<file path="config.mk">
export PLATFORM = sky130hd
export DESIGN_NAME = simple_i2c_master
export DESIGN_NICKNAME = d
export VERILOG_FILES = /design/src/logic/simple_i2c_pkg.sv /design/src/logic/line_sync_filter.sv /design/src/logic/simple_i2c_master.sv
export SDC_FILE = /design/constraint.sdc
export NUM_CORES = 1
export LEC_CHECK = 0
export BUFFER_PORTS_ARGS = -buffer_cell sky130_fd_sc_hd__buf_4
export CAP_MARGIN = 20
export CORE_ASPECT_RATIO = 0.6
export CORE_UTILIZATION = 60
export CTS_CLUSTER_SIZE = 24
export DETAILED_ROUTE_END_ITERATION = 7
export GPL_ROUTABILITY_DRIVEN = 0
export GPL_TIMING_DRIVEN = 1
export PLACE_DENSITY = 0.83
export SLEW_MARGIN = 20
export SYNTH_ARGS = -nofsm -noshare
export SYNTH_HDL_FRONTEND = slang
export SYNTH_SLANG_ARGS = --single-unit
</file>
<file path="constraint.sdc">
create_clock -name clk_i -period 4.4 [get_ports clk_i]
set_input_delay 0.22 -clock clk_i [delete_from_list [all_inputs] [get_ports clk_i]]
set_output_delay 0.22 -clock clk_i [all_outputs]
set_load 0.05 [all_outputs]
</file>
<file path="src/logic/simple_i2c_pkg.sv">
// constants, state encoding and prescaler table for the simple two-wire master
// assumes one 40 MHz peripheral clock and open-drain pads with external pull-ups

package simple_i2c_pkg;

	// ------------------------------------------------------------------
	// widths and prescaler
	// ------------------------------------------------------------------
	localparam int DLY_W = 5;
	localparam int BAUD_W = 8;
	localparam int PRESC_W = 6;
	localparam int PHASE_W = 9;
	localparam int BITCNT_W = 4;
	localparam logic [BITCNT_W-1:0] LAST_BIT = 4'h8;
	localparam logic [PRESC_W-1:0] PRESC_DIV1 = 6'h00;
	localparam logic [PRESC_W-1:0] PRESC_DIV4 = 6'h03;
	localparam logic [PRESC_W-1:0] PRESC_DIV16 = 6'h0F;
	localparam logic [PRESC_W-1:0] PRESC_DIV64 = 6'h3F;

	// ------------------------------------------------------------------
	// reset values
	// ------------------------------------------------------------------
	localparam logic LINE_RELEASED = 1'b0;
	localparam logic [8:0] SHIFT_RESET = 9'h1FF;

	// ------------------------------------------------------------------
	// controller states, gray along start, bit and restart paths
	// ------------------------------------------------------------------
	typedef enum logic [3:0] {
		ST_IDLE = 4'h0,
		ST_START_HOLD = 4'h1,
		ST_BIT_LOW = 4'h3,
		ST_BIT_HIGH = 4'h2,
		ST_RS_LOW = 4'h6,
		ST_RS_WAIT = 4'h7,
		ST_RS_SETUP = 4'h5,
		ST_RS_HOLD = 4'h4,
		ST_SP_LOW = 4'hC,
		ST_SP_WAIT = 4'hD,
		ST_SP_SETUP = 4'hF
	} master_state_e;

endpackage

</file>
<file path="src/logic/line_sync_filter.sv">
// two-flop synchroniser plus three-sample noise filter for one bus line
// assumes the raw pin is asynchronous to clk_i and idles high
`timescale 1ns/1ps

module line_sync_filter
(
	// clock and reset
	input wire logic clk_i,
	input wire logic rst_n_i,
	// line
	input wire logic line_i,
	output logic line_filt_o
);

	logic sync1_q;
	logic sync2_q;
	logic hist1_q;
	logic hist2_q;

	// ------------------------------------------------------------------
	// synchroniser
	// ------------------------------------------------------------------
	always_ff @(posedge clk_i or negedge rst_n_i)
	begin
		if (!rst_n_i)
		begin
			sync1_q <= 1'b1;
			sync2_q <= 1'b1;
		end
		else
		begin
			sync1_q <= line_i;
			sync2_q <= sync1_q;
		end
	end

	// ------------------------------------------------------------------
	// filter: level accepted after three equal samples
	// ------------------------------------------------------------------
	always_ff @(posedge clk_i or negedge rst_n_i)
	begin
		if (!rst_n_i)
		begin
			hist1_q <= 1'b1;
			hist2_q <= 1'b1;
			line_filt_o <= 1'b1;
		end
		else
		begin
			hist1_q <= sync2_q;
			hist2_q <= hist1_q;
			if (sync2_q == hist1_q && hist1_q == hist2_q)
			begin
				line_filt_o <= hist2_q;
			end
		end
	end

endmodule

</file>
<file path="src/logic/simple_i2c_master.sv">
// simple two-wire master: conditions, 9-bit frames, clock sync, data delay
// assumes open-drain pads with pull-ups; control bits held stable by software
`timescale 1ns/1ps

module simple_i2c_master
(
	// clock and reset
	input wire logic clk_i,
	input wire logic rst_n_i,
	// configuration
	input wire logic clock_sync_enable_i,
	input wire logic [simple_i2c_pkg::DLY_W-1:0] data_output_delay_count_i,
	input wire logic [1:0] clock_prescale_select_i,
	input wire logic [simple_i2c_pkg::BAUD_W-1:0] baud_divisor_i,
	input wire logic interrupt_mode_select_i,
	// condition requests
	input wire logic start_request_i,
	input wire logic restart_request_i,
	input wire logic stop_request_i,
	output logic start_request_o,
	output logic restart_request_o,
	output logic stop_request_o,
	// frame data
	input wire logic frame_start_i,
	input wire logic [7:0] tx_data_i,
	input wire logic ack_out_i,
	input wire logic frame_is_rx_i,
	output logic [7:0] rx_data_o,
	output logic ack_received_o,
	output logic busy_o,
	// event pulses
	output logic condition_status_irq_o,
	output logic transmit_irq_o,
	output logic receive_irq_o,
	output logic ack_irq_o,
	output logic nack_irq_o,
	// bus pins
	input wire logic bus_clock_line_i,
	output logic bus_clock_line_o,
	output logic bus_clock_line_oe_o,
	input wire logic bus_data_line_i,
	output logic bus_data_line_o,
	output logic bus_data_line_oe_o
);
	import simple_i2c_pkg::*;

	master_state_e state_q;
	master_state_e state_d;
	logic scl_filt;
	logic sda_filt;
	logic [PRESC_W-1:0] presc_q;
	logic tick;
	logic [PHASE_W-1:0] phase_q;
	logic half_done;
	logic phase_hold;
	logic [DLY_W-1:0] dly_cnt_q;
	logic dly_busy_q;
	logic sda_pend_q;
	logic scl_low_q;
	logic sda_low_q;
	logic [8:0] shift_q;
	logic [8:0] rx_q;
	logic [BITCNT_W-1:0] bit_q;
	logic rx_frame_q;
	logic eff_clk;
	logic eff_clk_q;
	logic sample;
	logic low_load;
	logic frame_done;
	logic cond_done;

	// ------------------------------------------------------------------
	// line inputs
	// ------------------------------------------------------------------
	line_sync_filter u_scl_filter (
		.clk_i(clk_i),
		.rst_n_i(rst_n_i),
		.line_i(bus_clock_line_i),
		.line_filt_o(scl_filt)
	);

	line_sync_filter u_sda_filter (
		.clk_i(clk_i),
		.rst_n_i(rst_n_i),
		.line_i(bus_data_line_i),
		.line_filt_o(sda_filt)
	);

	// ------------------------------------------------------------------
	// baud rate generator tick
	// ------------------------------------------------------------------
	function automatic logic [PRESC_W-1:0] presc_limit(input logic [1:0] sel);
		case (sel)
			2'h0: presc_limit = PRESC_DIV1;
			2'h1: presc_limit = PRESC_DIV4;
			2'h2: presc_limit = PRESC_DIV16;
			default: presc_limit = PRESC_DIV64;
		endcase
	endfunction

	function automatic logic is_low_phase(input master_state_e st);
		is_low_phase = (st == ST_BIT_LOW) || (st == ST_RS_LOW) || (st == ST_SP_LOW);
	endfunction

	assign tick = (presc_q >= presc_limit(clock_prescale_select_i));

	always_ff @(posedge clk_i or negedge rst_n_i)
	begin
		if (!rst_n_i)
			presc_q <= '0;
		else if (tick)
			presc_q <= '0;
		else
			presc_q <= presc_q + 6'h01;
	end

	// ------------------------------------------------------------------
	// half-bit phase counter
	// ------------------------------------------------------------------
	assign half_done = (phase_q > {1'b0, baud_divisor_i});
	assign phase_hold = (state_q == ST_BIT_HIGH) && clock_sync_enable_i && !scl_filt;

	always_ff @(posedge clk_i or negedge rst_n_i)
	begin
		if (!rst_n_i)
			phase_q <= '0;
		else if (state_d != state_q)
			phase_q <= '0;
		else if (tick && !half_done && !phase_hold && state_q != ST_IDLE)
			phase_q <= phase_q + 9'h001;
	end

	// ------------------------------------------------------------------
	// effective clock for data sampling
	// ------------------------------------------------------------------
	assign eff_clk = !scl_low_q && (clock_sync_enable_i ? scl_filt : 1'b1);
	assign sample = eff_clk && !eff_clk_q && (state_q == ST_BIT_HIGH);

	always_ff @(posedge clk_i or negedge rst_n_i)
	begin
		if (!rst_n_i)
			eff_clk_q <= 1'b1;
		else
			eff_clk_q <= eff_clk;
	end

	// ------------------------------------------------------------------
	// sequencer
	// ------------------------------------------------------------------
	always_comb
	begin
		state_d = state_q;
		case (state_q)
			ST_IDLE:
			begin
				if (start_request_o)
					state_d = ST_START_HOLD;
				else if (restart_request_o)
					state_d = ST_RS_LOW;
				else if (stop_request_o)
					state_d = ST_SP_LOW;
				else if (frame_start_i)
					state_d = ST_BIT_LOW;
			end
			ST_START_HOLD:
				if (half_done) state_d = ST_IDLE;
			ST_BIT_LOW:
				if (half_done && !dly_busy_q) state_d = ST_BIT_HIGH;
			ST_BIT_HIGH:
				if (half_done) state_d = (bit_q == LAST_BIT) ? ST_IDLE : ST_BIT_LOW;
			ST_RS_LOW:
				if (half_done && !dly_busy_q) state_d = ST_RS_WAIT;
			ST_RS_WAIT:
				if (scl_filt) state_d = ST_RS_SETUP;
			ST_RS_SETUP:
				if (half_done) state_d = ST_RS_HOLD;
			ST_RS_HOLD:
				if (half_done) state_d = ST_IDLE;
			ST_SP_LOW:
				if (half_done && !dly_busy_q) state_d = ST_SP_WAIT;
			ST_SP_WAIT:
				if (scl_filt) state_d = ST_SP_SETUP;
			ST_SP_SETUP:
				if (half_done) state_d = ST_IDLE;
			default:
				state_d = ST_IDLE;
		endcase
	end

	assign low_load = (state_d != state_q) && is_low_phase(state_d);
	assign frame_done = (state_q == ST_BIT_HIGH) && (state_d == ST_IDLE);
	assign cond_done = (state_d == ST_IDLE) && ((state_q == ST_START_HOLD) ||
		(state_q == ST_RS_HOLD) || (state_q == ST_SP_SETUP));

	always_ff @(posedge clk_i or negedge rst_n_i)
	begin
		if (!rst_n_i)
			state_q <= ST_IDLE;
		else
			state_q <= state_d;
	end

	// ------------------------------------------------------------------
	// request bits: set wins over completion clear
	// ------------------------------------------------------------------
	always_ff @(posedge clk_i or negedge rst_n_i)
	begin
		if (!rst_n_i)
		begin
			start_request_o <= 1'b0;
			restart_request_o <= 1'b0;
			stop_request_o <= 1'b0;
		end
		else
		begin
			if (start_request_i)
				start_request_o <= 1'b1;
			else if (cond_done && state_q == ST_START_HOLD)
				start_request_o <= 1'b0;
			if (restart_request_i)
				restart_request_o <= 1'b1;
			else if (cond_done && state_q == ST_RS_HOLD)
				restart_request_o <= 1'b0;
			if (stop_request_i)
				stop_request_o <= 1'b1;
			else if (cond_done && state_q == ST_SP_SETUP)
				stop_request_o <= 1'b0;
		end
	end

	// ------------------------------------------------------------------
	// clock line drive
	// ------------------------------------------------------------------
	always_ff @(posedge clk_i or negedge rst_n_i)
	begin
		if (!rst_n_i)
			scl_low_q <= LINE_RELEASED;
		else if (state_d != state_q)
			scl_low_q <= is_low_phase(state_d) || (state_d == ST_IDLE && state_q != ST_SP_SETUP);
	end

	// ------------------------------------------------------------------
	// data line drive with delay after clock falls
	// ------------------------------------------------------------------
	always_ff @(posedge clk_i or negedge rst_n_i)
	begin
		if (!rst_n_i)
		begin
			sda_low_q <= LINE_RELEASED;
			sda_pend_q <= 1'b0;
			dly_cnt_q <= '0;
			dly_busy_q <= 1'b0;
		end
		else if (low_load)
		begin
			dly_cnt_q <= data_output_delay_count_i;
			dly_busy_q <= 1'b1;
			sda_pend_q <= (state_d == ST_SP_LOW) || (state_d == ST_BIT_LOW &&
				!((state_q == ST_IDLE) ? tx_data_i[7] : shift_q[8]));
		end
		else if (state_d == ST_START_HOLD && state_q == ST_IDLE)
			sda_low_q <= 1'b1;
		else if (state_d == ST_RS_HOLD && state_q == ST_RS_SETUP)
			sda_low_q <= 1'b1;
		else if (cond_done && state_q == ST_SP_SETUP)
			sda_low_q <= 1'b0;
		else if (dly_busy_q && tick)
		begin
			if (dly_cnt_q == '0)
			begin
				sda_low_q <= sda_pend_q;
				dly_busy_q <= 1'b0;
			end
			else
				dly_cnt_q <= dly_cnt_q - 5'h01;
		end
	end

	// pins only pull low or release
	assign bus_clock_line_o = 1'b0;
	assign bus_clock_line_oe_o = scl_low_q;
	assign bus_data_line_o = 1'b0;
	assign bus_data_line_oe_o = sda_low_q;
	assign busy_o = (state_q != ST_IDLE);

	// ------------------------------------------------------------------
	// shift registers and bit count
	// ------------------------------------------------------------------
	always_ff @(posedge clk_i or negedge rst_n_i)
	begin
		if (!rst_n_i)
		begin
			shift_q <= SHIFT_RESET;
			rx_q <= '0;
			bit_q <= '0;
			rx_frame_q <= 1'b0;
		end
		else
		begin
			if (state_q == ST_IDLE && state_d == ST_BIT_LOW)
			begin
				shift_q <= {tx_data_i, ack_out_i};
				bit_q <= '0;
				rx_frame_q <= frame_is_rx_i;
			end
			else if (state_q == ST_BIT_LOW && state_d == ST_BIT_HIGH)
				shift_q <= {shift_q[7:0], 1'b1};
			else if (state_q == ST_BIT_HIGH && state_d == ST_BIT_LOW)
				bit_q <= bit_q + 4'h1;
			if (sample)
				rx_q <= {rx_q[7:0], sda_filt};
		end
	end

	// ------------------------------------------------------------------
	// frame results and event pulses
	// ------------------------------------------------------------------
	always_ff @(posedge clk_i or negedge rst_n_i)
	begin
		if (!rst_n_i)
		begin
			rx_data_o <= '0;
			ack_received_o <= 1'b0;
			condition_status_irq_o <= 1'b0;
			transmit_irq_o <= 1'b0;
			receive_irq_o <= 1'b0;
			ack_irq_o <= 1'b0;
			nack_irq_o <= 1'b0;
		end
		else
		begin
			condition_status_irq_o <= cond_done;
			transmit_irq_o <= frame_done && interrupt_mode_select_i;
			receive_irq_o <= frame_done && interrupt_mode_select_i && rx_frame_q;
			ack_irq_o <= frame_done && !interrupt_mode_select_i && !rx_q[0];
			nack_irq_o <= frame_done && !interrupt_mode_select_i && rx_q[0];
			if (frame_done)
			begin
				rx_data_o <= rx_q[8:1];
				ack_received_o <= !rx_q[0];
			end
		end
	end
endmodule

</file>
==> out/metrics.yaml, run 1 <==
placed_design:
  place_worst_setup_slack_ns: 1.11
  port-buffer-count: 54
  dp_hpwl_um: 6250
  post_dp_cell_area_um2: 4570
sta:
  setup_tns_ns: 0
  slew_viol_final: 0
  fmaxAchievable_ghz: 0.296
  setup_slack_ns: 1.03
  final_min_period_over_clock_period_pct: 76.7
  slew_of_the_pin_with_the_lowest_slew_margin_ns: 0.966
  final-setup-viol-count: 0
  slew_headroom_pct: 35.5
  hold-worst-slack_ns: 0.0276
  period_minus_slack_ns: 3.37
  rsz0062_at_grt: "no"
  report.final.hold_viol_count: 0
  timing.clock.skew_ns: 0.0108
global_routing:
  grt_max_degree: 80
  overflow: 0
  first_global_vias: 3095
  global_route_wire_length_before_repair_um: 15300
  globalRouteTotalUtil_pct: 28.9
  grt_antenna_before_repair: 0
logic_synthesis:
  post_synth.cell_area_avg_um2: 10.3
  yosys_register_bits: 79
  area_contributors_post_synth: "sky130_fd_sc_hd__dfrtp_1 36%, sky130_fd_sc_hd__dfstp_2 13%, sky130_fd_sc_hd__ha_1 6.1%"
  synth_sequential_area_ratio_pct: 48.5
  ys_dominant_reg_cell: "sky130_fd_sc_hd__dfrtp_1"
  post_synth_inst_count: 400
  synth.yosys.warnings: 0
  async_flop_share_pct: 100
  netlist.area_leader.share_pct: 35.8
  synthDominantAreaCellType: "sky130_fd_sc_hd__dfrtp_1"
  yosysUniqueCellTypes: 66
  synth-edff-count: 0
  most_frequently_used_cell_type_in_the_post_synthesis_netlist: "sky130_fd_sc_hd__dfrtp_1"
  ys_top_cells_by_count: "59 x sky130_fd_sc_hd__dfrtp_1, 40 x sky130_fd_sc_hd__nor2_1, 35 x sky130_fd_sc_hd__nand2_1"
  synthesis.area_um2: 4130
floorplan:
  die_span_x_um: 109
  initial_core_util_pct: 64.9
  design.portCount: 57
  std_cell_rows: 22
  fp.dieArea_um2: 7230
  die_height_um: 66.3
  core-area_um2: 6360
worst_setup_path:
  worst_path_arrival_ns: 3.57
  worst-path-max-fanout: 14
  crit_path_start_kind: "flop"
  worst_ep_required_time_ns: 4.60
  timing.setup.critical_path_class: "reg -> reg"
  timing.critical_path.to_type: "flop"
detailed_routing:
  detailroute.via_count: 3226
  routed_wl_um: 9190
  detail_route.first_pass.iterations: 5
  wl_per_cell_um: 16.9
  post-route-drc-count: 0
  post_drt_via_cell_ratio: 5.94
  drt.antenna.violating_nets: 0
  drt_iter0_drc: 228
layout:
  drive_above_1_share_pct: 27.2
  postLayoutCellArea_um2: 4920
  layout.core_utilization_pct: 77.4
  fillerInstances: 426
  flow.area_growth_from_synthesis_pct: 19.2
  finalNetCount: 509
  diodes: 0
pwr:
  vdd_drop_max_uv: 313
  power_frac_comb_pct: 21.9
  p_sw_uw: 675
  sequentialPowerShare_pct: 40.2
  fraction_of_power_spent_switching_nets_pct: 31.3
  power.share.clock_pct: 37.9
  power_leakage_uw: 0.00241
  power_density_nw_per_um2: 438
  p_int_uw: 1480
status:
  run_status: "finished, final reports clean"
clock_network:
  cts_buffers: 9
  cts_resized: 0
  cts_setup_buffers: 0
  clk-insertion-delay-late_ns: 0.34
  tritoncts: "done"
  clock-sinks: 79
  path_clk_slew_ns: 0.06
  cts_max_level: 3
  cts_max_path_buffers: 2
  clock-root-buffer: "sky130_fd_sc_hd__clkbuf_16"
worst_hold_path:
  min-delay-path-class: "in -> async"
run:
  max_cap_viol_count: 0
kinds of logic after synthesis:
group	Yosys count	synth area share, %
and+or+nand+nor	129	15.5
adders and majority gates	20	6.06
xor gates and xnor gates	21	4.45
other	1	0.0908
AOI/OAI and AO/OA	79	13.3
muxes	28	7.48
DFF	79	48.5
buffers and inverters	43	4.61
registers in the layout, indices dropped and copies added, names as in the netlist, 4 cells and up:
name,flops
phase_q,9
dly_cnt_q,5
shift_q,9
bit_q,4
state_q,4
rx_q,9
presc_q,6
rx_data_o,8
per-layer routing:
| layer | up-vias | GRT usage (%) | share of wire [%] | wire (um) |
|---|---|---|---|---|
| li1 | 1506 | - | - | - |
| met1 | 1539 | 39.0 | 46 | 4190 |
| met2 | 160 | 42.9 | 43 | 3970 |
| met3 | 21 | 10.5 | 9.5 | 874 |
| met4 | 0 | 9.80 | 1.8 | 164 |
| met5 | - | 0 | 0 | 0 |
metrics by stage:
step	total power (uW)	instances
CTS	2150	543
floorplan	1190	401
finish	2150	543
global placement	1310	525
detailed placement	1330	525
global route	2250	543
final timing paths:
kind,startpoint,to,slack [ns],cells past startpoint
hold reg to reg,u_scl_filter.sync1_q,u_scl_filter.sync2_q,0.36,0
min in group clk_i,interrupt_mode_select_i,nack_irq_o,0.05,2
max in group asynchronous,rst_n_i,phase_q[0],3.74,1
setup reg to reg,phase_q[7],sda_pend_q,1.03,9
setup / recovery,phase_q[7],sda_pend_q,1.03,9
hold / removal,rst_n_i,bus_clock_line_oe_o,0.03,1
final cells by class:
type	instances	area, um2	share of cell area, %
clock buffer	10	239	4.86
clock inverter	6	92.6	1.88
inverter	27	101	2.06
multi-input combinational	279	1940	39.4
sequential	79	2000	40.7
tap	84	105	2.14
timing repair buffer	58	440	8.95
critical path, cell delays in order, from the launching register on:
cell and delay (ns):
sky130_fd_sc_hd__dfrtp_1 0.42, sky130_fd_sc_hd__ha_1 0.33, sky130_fd_sc_hd__and4b_1 0.21, sky130_fd_sc_hd__or3b_1 0.39, sky130_fd_sc_hd__o211a_1 0.27, sky130_fd_sc_hd__o2111a_1 0.40
sky130_fd_sc_hd__inv_1 0.25, sky130_fd_sc_hd__a41oi_4 0.30, sky130_fd_sc_hd__a2111oi_0 0.56, sky130_fd_sc_hd__a21oi_1 0.08
power groups by stage:
stage / clock [uW] / combinational, uW / sequential, uW
2_1_floorplan: 0 / 320 / 870
3_3_place_gp: 0 / 443 / 868
3_5_place_dp: 0 / 463 / 871
4_1_cts: 823 / 466 / 860
5_1_grt: 855 / 524 / 870
6_report: 817 / 472 / 865
cell usage in the layout, fill, tap and decap left out, types with 5 or more instances in the layout:
master and instances:
sky130_fd_sc_hd__nand3_1 6, sky130_fd_sc_hd__nor3_1 6, sky130_fd_sc_hd__xor2_1 16, sky130_fd_sc_hd__ha_1 20, sky130_fd_sc_hd__inv_1 26, sky130_fd_sc_hd__o21ai_0 18
sky130_fd_sc_hd__dfrtp_1 59, sky130_fd_sc_hd__dfstp_2 20, sky130_fd_sc_hd__buf_4 56, sky130_fd_sc_hd__nor2_1 40, sky130_fd_sc_hd__mux2_2 19, sky130_fd_sc_hd__xnor2_1 5
sky130_fd_sc_hd__nand4_1 10, sky130_fd_sc_hd__clkbuf_16 9, sky130_fd_sc_hd__a21oi_1 21, sky130_fd_sc_hd__mux2i_1 8, sky130_fd_sc_hd__nand2_1 35, sky130_fd_sc_hd__o22ai_1 5
what timing repair did:
| action | CTS | global route |
|---|---|---|
| endpoints found under the setup margin | 0 | 0 |
| hold buffers | 2 | 0 |
| hold endpoints to repair | 2 | 0 |
Power figures use the tool's default switching activity.
==> run 2, diff against run 1 <==
--- a/config.mk
+++ b/config.mk
@@ -5,15 +5,16 @@
 export SDC_FILE = /design/constraint.sdc
 export NUM_CORES = 1
 export LEC_CHECK = 0
+export ABC_AREA = 1
 export BUFFER_PORTS_ARGS = -buffer_cell sky130_fd_sc_hd__buf_4
 export CAP_MARGIN = 20
 export CORE_ASPECT_RATIO = 0.6
-export CORE_UTILIZATION = 60
+export CORE_UTILIZATION = 58
 export CTS_CLUSTER_SIZE = 24
 export DETAILED_ROUTE_END_ITERATION = 7
 export GPL_ROUTABILITY_DRIVEN = 0
 export GPL_TIMING_DRIVEN = 1
-export PLACE_DENSITY = 0.83
+export PLACE_DENSITY = 0.8
 export SLEW_MARGIN = 20
 export SYNTH_ARGS = -nofsm -noshare
 export SYNTH_HDL_FRONTEND = slang
==> constraint.sdc (replaced) <==
create_clock -name clk_i -period 3.2 [get_ports clk_i]
set_input_delay 0.16 -clock clk_i [delete_from_list [all_inputs] [get_ports clk_i]]
set_output_delay 0.16 -clock clk_i [all_outputs]
set_load 0.05 [all_outputs]
==> run 2 against run 1 <==
Compared with the run above: the run now ends with negative hold slack left; sequential power rose by 86%; non-clock buffer count is 2 higher; register-to-register slack worse by 0.69 ns; critical path depth rose by 5; wire length rose by 7.4%; worst hold slack worse by 0.064 ns; die area up 12%; cell count rose by 28%; total power is 150% higher; combinational power rose to 5.7 times the previous value; sequential cell count unchanged; clock skew fell by 0.00055 ns; largest power group is now combinational cells.
==> out/metrics.yaml, run 2 <==
status:
  run_status: "complete, but fails checks"
  violations: "negative hold slack"
run:
  max_cap_viol_count: 0
worst_setup_path:
  worst_ep_required_time_ns: 3.43
  crit_path_start_kind: "flop"
  worst-path-max-fanout: 15
  worst_path_arrival_ns: 3.10
  ff2ff_path_depth: 14
  timing.critical_path.to_type: "flop"
  timing.setup.critical_path_class: "reg -> reg"
layout:
  final-seq-area_um2: 2000
  finalNetCount: 639
  final_common_cell: "sky130_fd_sc_hd__nand2_1"
  drive_above_1_share_pct: 25.6
  multiInputGateArea_um2: 2090
  flow.area_growth_from_synthesis_pct: 17.2
  commonest_non_fill_non_tap_cells_in_the_layout: "117 x sky130_fd_sc_hd__nand2_1, 69 x sky130_fd_sc_hd__inv_1, 59 x sky130_fd_sc_hd__dfrtp_1, 57 x sky130_fd_sc_hd__buf_4, 46 x sky130_fd_sc_hd__nand3_1"
  diodes: 0
  fillerInstances: 597
  top_regs: "phase_q x9, rx_q x9, shift_q x9"
sta:
  rsz0062_at_grt: "no"
  slew_of_the_pin_with_the_lowest_slew_margin_ns: 0.973
  hold-worst-slack_ns: -0.0361
  timing.clock.skew_ns: 0.0102
  slew_headroom_pct: 35.1
  report.final.hold_viol_count: 35
  slew_viol_final: 0
  period_minus_slack_ns: 2.87
  fmaxAchievable_ghz: 0.349
  setup_tns_ns: 0
  final_min_period_over_clock_period_pct: 89.6
  final-setup-viol-count: 0
floorplan:
  die_span_x_um: 116
  fp.dieArea_um2: 8110
  initial_core_util_pct: 60.8
  core-area_um2: 7390
  die_height_um: 70.2
  design.portCount: 57
  std_cell_rows: 24
logic_synthesis:
  netlist.area_leader.share_pct: 32.9
  post_synth_inst_count: 525
  ys_dominant_reg_cell: "sky130_fd_sc_hd__dfrtp_1"
  synth-edff-count: 0
  synth_sequential_area_ratio_pct: 44.6
  synthesis.area_um2: 4490
  synthDominantAreaCellType: "sky130_fd_sc_hd__dfrtp_1"
  post_synth.cell_area_avg_um2: 8.55
  ys_top_cells_by_count: "117 x sky130_fd_sc_hd__nand2_1, 69 x sky130_fd_sc_hd__inv_1, 59 x sky130_fd_sc_hd__dfrtp_1"
  synth.yosys.warnings: 0
  async_flop_share_pct: 100
  yosys_register_bits: 79
  area_contributors_post_synth: "sky130_fd_sc_hd__dfrtp_1 33%, sky130_fd_sc_hd__dfstp_2 12%, sky130_fd_sc_hd__nand2_1 9.8%"
  yosysUniqueCellTypes: 47
  most_frequently_used_cell_type_in_the_post_synthesis_netlist: "sky130_fd_sc_hd__nand2_1"
clock_network:
  cts_buffers: 9
  clock-root-buffer: "sky130_fd_sc_hd__clkbuf_16"
  cts_max_level: 3
  path_clk_slew_ns: 0.06
  cts_max_path_buffers: 2
  clock-sinks: 79
  tritoncts: "done"
  cts_setup_buffers: 0
  clk-insertion-delay-late_ns: 0.34
detailed_routing:
  post-route-drc-count: 0
  drt.antenna.violating_nets: 0
  drt_iter0_drc: 299
  routed_wl_um: 9870
  detail_route.first_pass.iterations: 5
  drt-met1-wl_um: 4760
  met2_length_um: 4330
  post_drt_via_cell_ratio: 5.31
  routed.top_layer: "met4"
  detailroute.via_count: 3682
  detailed_route_wirelength_on_metal3_um: 617
  wl_per_cell_um: 14.2
global_routing:
  global_route_wire_length_before_repair_um: 16800
  overflow: 0
  globalRouteTotalUtil_pct: 27.4
  grt_antenna_before_repair: 0
  first_global_vias: 3565
  grt_max_degree: 80
pwr:
  power_density_nw_per_um2: 1010
  total_power_uw: 5290
  vdd_drop_max_uv: 675
  power_leakage_uw: 0.00273
placed_design:
  port-buffer-count: 54
  dp_hpwl_um: 7250
worst_hold_path:
  min-delay-path-class: "in -> async"
run 2: final timing paths:
kind                       slack [ns]                     from                   end
min                             -0.04                  rst_n_i            phase_q[8]
max in group asynchronous        2.58                  rst_n_i            phase_q[1]
min in group clk_i               0.01  interrupt_mode_select_i             ack_irq_o
max                              0.33               phase_q[4]          dly_cnt_q[4]
max reg2reg                      0.33               phase_q[4]          dly_cnt_q[4]
min reg2reg                      0.36     u_scl_filter.sync1_q  u_scl_filter.sync2_q
run 2: where the power goes:
group          total, uW  internal (uW)  switching, uW
sequential          1610           1370            245
combinational       2690            850           1840
clock                991            602            389
run 2: cell families after synthesis:
| group | count (synthesis) | synth area share (%) |
|---|---|---|
| AOI/OAI and AO/OA | 65 | 9.45 |
| xor gates and xnor gates | 11 | 2.15 |
| adders and majority gates | 20 | 5.57 |
| buffers and inverters | 92 | 9.08 |
| DFF | 79 | 44.6 |
| muxes | 2 | 0.501 |
| other | 1 | 0.0835 |
| and+or+nand+nor | 255 | 28.6 |
run 2: layout make-up:
class | count | area share [%]
Inverter | 79 | 5.63
Timing Repair Buffer | 60 | 8.70
Multi-Input combinational cell | 355 | 39.8
Clock buffer | 12 | 4.49
Tap cell | 104 | 2.47
Clock inverter | 4 | 0.903
Sequential cell | 79 | 38.0
run 2: metal layers:
layer	GRT usage, %	vias to the layer above
li1	-	1809
met1	40.0	1724
met2	40.3	134
met3	5.56	15
met4	9.81	0
met5	0	-
run 2: timing repair:
item | CTS | global route
endpoints found under the setup margin | 0 | 2
hold buffers | 3 | 0
hold endpoints to repair | 3 | 0
resized for setup | 0 | 1
run 2: through the flow:
step	instances	setup slack [ns]	instance area (um2)	hold WS, ns	util [%]
2_1_floorplan	526	0.831	4490	-0.136	-
3_3_place_gp	674	0.449	4940	0.270	66.9
3_5_place_dp	674	0.299	4940	0.269	66.9
4_1_cts	693	0.268	5260	0.00453	71.1
5_1_grt	693	0.0830	5260	0.0138	71.2
6_report	693	0.332	5260	-0.0361	71.2
run 2: worst max-delay path: stages, from the launching register on:
cell,delay [ns]
sky130_fd_sc_hd__dfrtp_1,0.42
sky130_fd_sc_hd__ha_1,0.32
sky130_fd_sc_hd__nand2_1,0.08
sky130_fd_sc_hd__nor2_1,0.21
sky130_fd_sc_hd__nand3b_1,0.12
sky130_fd_sc_hd__nand3_2,0.14
sky130_fd_sc_hd__nand2_4,0.10
sky130_fd_sc_hd__o21ai_2,0.20
sky130_fd_sc_hd__nand3_4,0.20
sky130_fd_sc_hd__nor2_2,0.19
sky130_fd_sc_hd__nand4_1,0.28
sky130_fd_sc_hd__nand3_2,0.24
sky130_fd_sc_hd__nand2_2,0.10
sky130_fd_sc_hd__nand2_1,0.08
sky130_fd_sc_hd__nand2_1,0.05
==> run 3, diff against run 2 <==
--- a/config.mk
+++ b/config.mk
@@ -8,13 +8,15 @@
 export ABC_AREA = 1
 export BUFFER_PORTS_ARGS = -buffer_cell sky130_fd_sc_hd__buf_4
 export CAP_MARGIN = 20
+export CELL_PAD_IN_SITES_DETAIL_PLACEMENT = 0
+export CELL_PAD_IN_SITES_GLOBAL_PLACEMENT = 2
 export CORE_ASPECT_RATIO = 0.6
-export CORE_UTILIZATION = 58
+export CORE_UTILIZATION = 35
 export CTS_CLUSTER_SIZE = 24
 export DETAILED_ROUTE_END_ITERATION = 7
 export GPL_ROUTABILITY_DRIVEN = 0
 export GPL_TIMING_DRIVEN = 1
-export PLACE_DENSITY = 0.8
+export PLACE_DENSITY_LB_ADDON = 0.1
 export SLEW_MARGIN = 20
 export SYNTH_ARGS = -nofsm -noshare
 export SYNTH_HDL_FRONTEND = slang
==> run 3 against run 2 <==
Compared with the run above: the flow now finishes without violations; non-clock buffer count grew 12; cell count grew 11%; clock power is essentially flat; largest power group unchanged.
==> out/metrics.yaml, run 3 (same netlist as run 2, synthesis figures left out) <==
status:
  run_status: "finished, final reports clean"
worst_hold_path:
  hold-path-cell-count: 3
  min-delay-path-class: "in -> reg"
sta:
  slew_viol_final: 0
  report.final.hold_viol_count: 0
  hold-worst-slack_ns: 0.0457
  rsz0062_at_grt: "no"
  slew_headroom_pct: 43.5
  fmaxAchievable_ghz: 0.353
  final-setup-viol-count: 0
  slew_of_the_pin_with_the_lowest_slew_margin_ns: 0.848
  timing.clock.skew_ns: 0.00976
  setup_tns_ns: 0
  setup_slack_ns: 0.367
  final_min_period_over_clock_period_pct: 88.5
  period_minus_slack_ns: 2.83
layout:
  fillerInstances: 1236
  multiInputGateArea_um2: 2080
  final_common_cell: "sky130_fd_sc_hd__nand2_1"
  flow.area_growth_from_synthesis_pct: 21.3
  commonest_non_fill_non_tap_cells_in_the_layout: "117 x sky130_fd_sc_hd__nand2_1, 69 x sky130_fd_sc_hd__inv_1, 64 x sky130_fd_sc_hd__buf_4, 59 x sky130_fd_sc_hd__dfrtp_1, 46 x sky130_fd_sc_hd__nand3_1"
  final-instance-count-excl-fill: 766
  top_regs: "phase_q x9, rx_q x9, shift_q x9"
  diodes: 0
  finalNetCount: 651
  final-seq-area_um2: 2000
  drive_above_1_share_pct: 26.6
placed_design:
  dpl.cell_count: 740
  place_worst_setup_slack_ns: 0.240
  port-buffer-count: 54
  dp_hpwl_um: 7840
pwr:
  total_power_uw: 5350
  power_frac_comb_pct: 51.0
  power_density_nw_per_um2: 983
  fraction_of_power_spent_switching_nets_pct: 46.8
  p_sw_uw: 2510
  sequentialPowerShare_pct: 30.0
  vdd_drop_max_uv: 401
  power.share.clock_pct: 19.0
  power_leakage_uw: 0.00279
  p_int_uw: 2840
clock_network:
  clock-sinks: 79
  clock-root-buffer: "sky130_fd_sc_hd__clkbuf_16"
  cts_max_level: 3
  path_clk_slew_ns: 0.06
  tritoncts: "done"
  clk-insertion-delay-late_ns: 0.34
  cts_resized: 0
  cts_max_path_buffers: 2
  cts_buffers: 9
worst_setup_path:
  crit_chain: "ha_1, nand2_1, nor2_1, nand3b_1, nand3_2, nand2_4, o21ai_2, nand3_2, nand2_1, nand2_1, nor2_4, nand2_4, nand2_4, nand2_2, nand2_1, nand2_1"
  crit_path_top_delay_cell: "sky130_fd_sc_hd__dfrtp_1"
  ff2ff_path_depth: 16
  worst_path_arrival_ns: 3.06
  worst-path-max-fanout: 16
  timing.setup.critical_path_class: "reg -> reg"
  worst_ep_required_time_ns: 3.42
  crit_path_start_kind: "flop"
  critical-path-top-cell-by-count: "sky130_fd_sc_hd__nand2_1"
  timing.critical_path.to_type: "flop"
  critPathMaxStageDelay_ns: 0.44
floorplan:
  std_cell_rows: 31
  initial_core_util_pct: 36.5
  core-area_um2: 12300
  fp.dieArea_um2: 13300
  die_span_x_um: 148
  die_height_um: 89.7
  design.portCount: 57
run:
  max_cap_viol_count: 0
detailed_routing:
  detail_route.first_pass.iterations: 4
  routed_wl_um: 10600
  detailroute.via_count: 3526
  post-route-drc-count: 0
  drt_iter0_drc: 179
  drt.antenna.violating_nets: 0
  wl_per_cell_um: 13.8
  post_drt_via_cell_ratio: 4.60
global_routing:
  grt_antenna_before_repair: 0
  first_global_vias: 3392
  grt_max_degree: 64
  global_route_wire_length_before_repair_um: 17600
  globalRouteTotalUtil_pct: 17.2
  overflow: 0
[run 3: worst max-delay path, delay by kind of cell, from the launching register on]
family,cells,cell delay [ns]
simple gates,14,1.77
flops,1,0.44
fa+ha+maj,1,0.32
compound gates,1,0.18
[run 3: power groups by stage]
stage | registers [uW] | clock network (uW) | logic, uW
floorplan | 1770 | 0 | 1980
global placement | 1620 | 0 | 2740
detailed placement | 1620 | 0 | 2740
CTS | 1610 | 1060 | 2760
global route | 1650 | 1100 | 3060
finish | 1600 | 1020 | 2730
[run 3: area by class of cell]
| class | instances | area share (%) |
|---|---|---|
| Clock inverter | 4 | 0.506 |
| Tap cell | 165 | 3.79 |
| Clock buffer | 12 | 4.92 |
| Sequential cell | 79 | 36.8 |
| Inverter | 79 | 5.45 |
| Timing Repair Buffer | 72 | 10.3 |
| Multi-Input combinational cell | 355 | 38.3 |
[run 3: per-stage QoR]
step | util [%] | instance area (um2)
3_3_place_gp | 41.1 | 5050
5_1_grt | 44.3 | 5450
6_report | 44.3 | 5450
4_1_cts | 44.2 | 5430
3_5_place_dp | 41.1 | 5050
2_1_floorplan | - | 4490
[run 3: metal layers]
layer,track usage (%),share of wire [%],up-vias
met4,4.38,0.26,0
met1,27.7,57,1634
met3,4.31,4.3,2
li1,-,-,1831
met5,0,0,-
met2,22.0,38,59
[run 3: path summary, 6_finish.rpt]
kind / startpoint / endpoint / slack (ns)
min in group asynchronous: rst_n_i / stop_request_o / 0.44
max: phase_q[4] / dly_cnt_q[1] / 0.37
min: tx_data_i[2] / shift_q[3] / 0.05
max reg2reg: phase_q[4] / dly_cnt_q[1] / 0.37
max in group asynchronous: rst_n_i / shift_q[8] / 1.93
min reg2reg: u_sda_filter.sync1_q / u_sda_filter.sync2_q / 0.36
[run 3: repair_timing]
item	CTS	global route
setup buffers	0	2
endpoints found under the hold margin	64	0
hold buffers	8	0
setup endpoints to repair	0	1
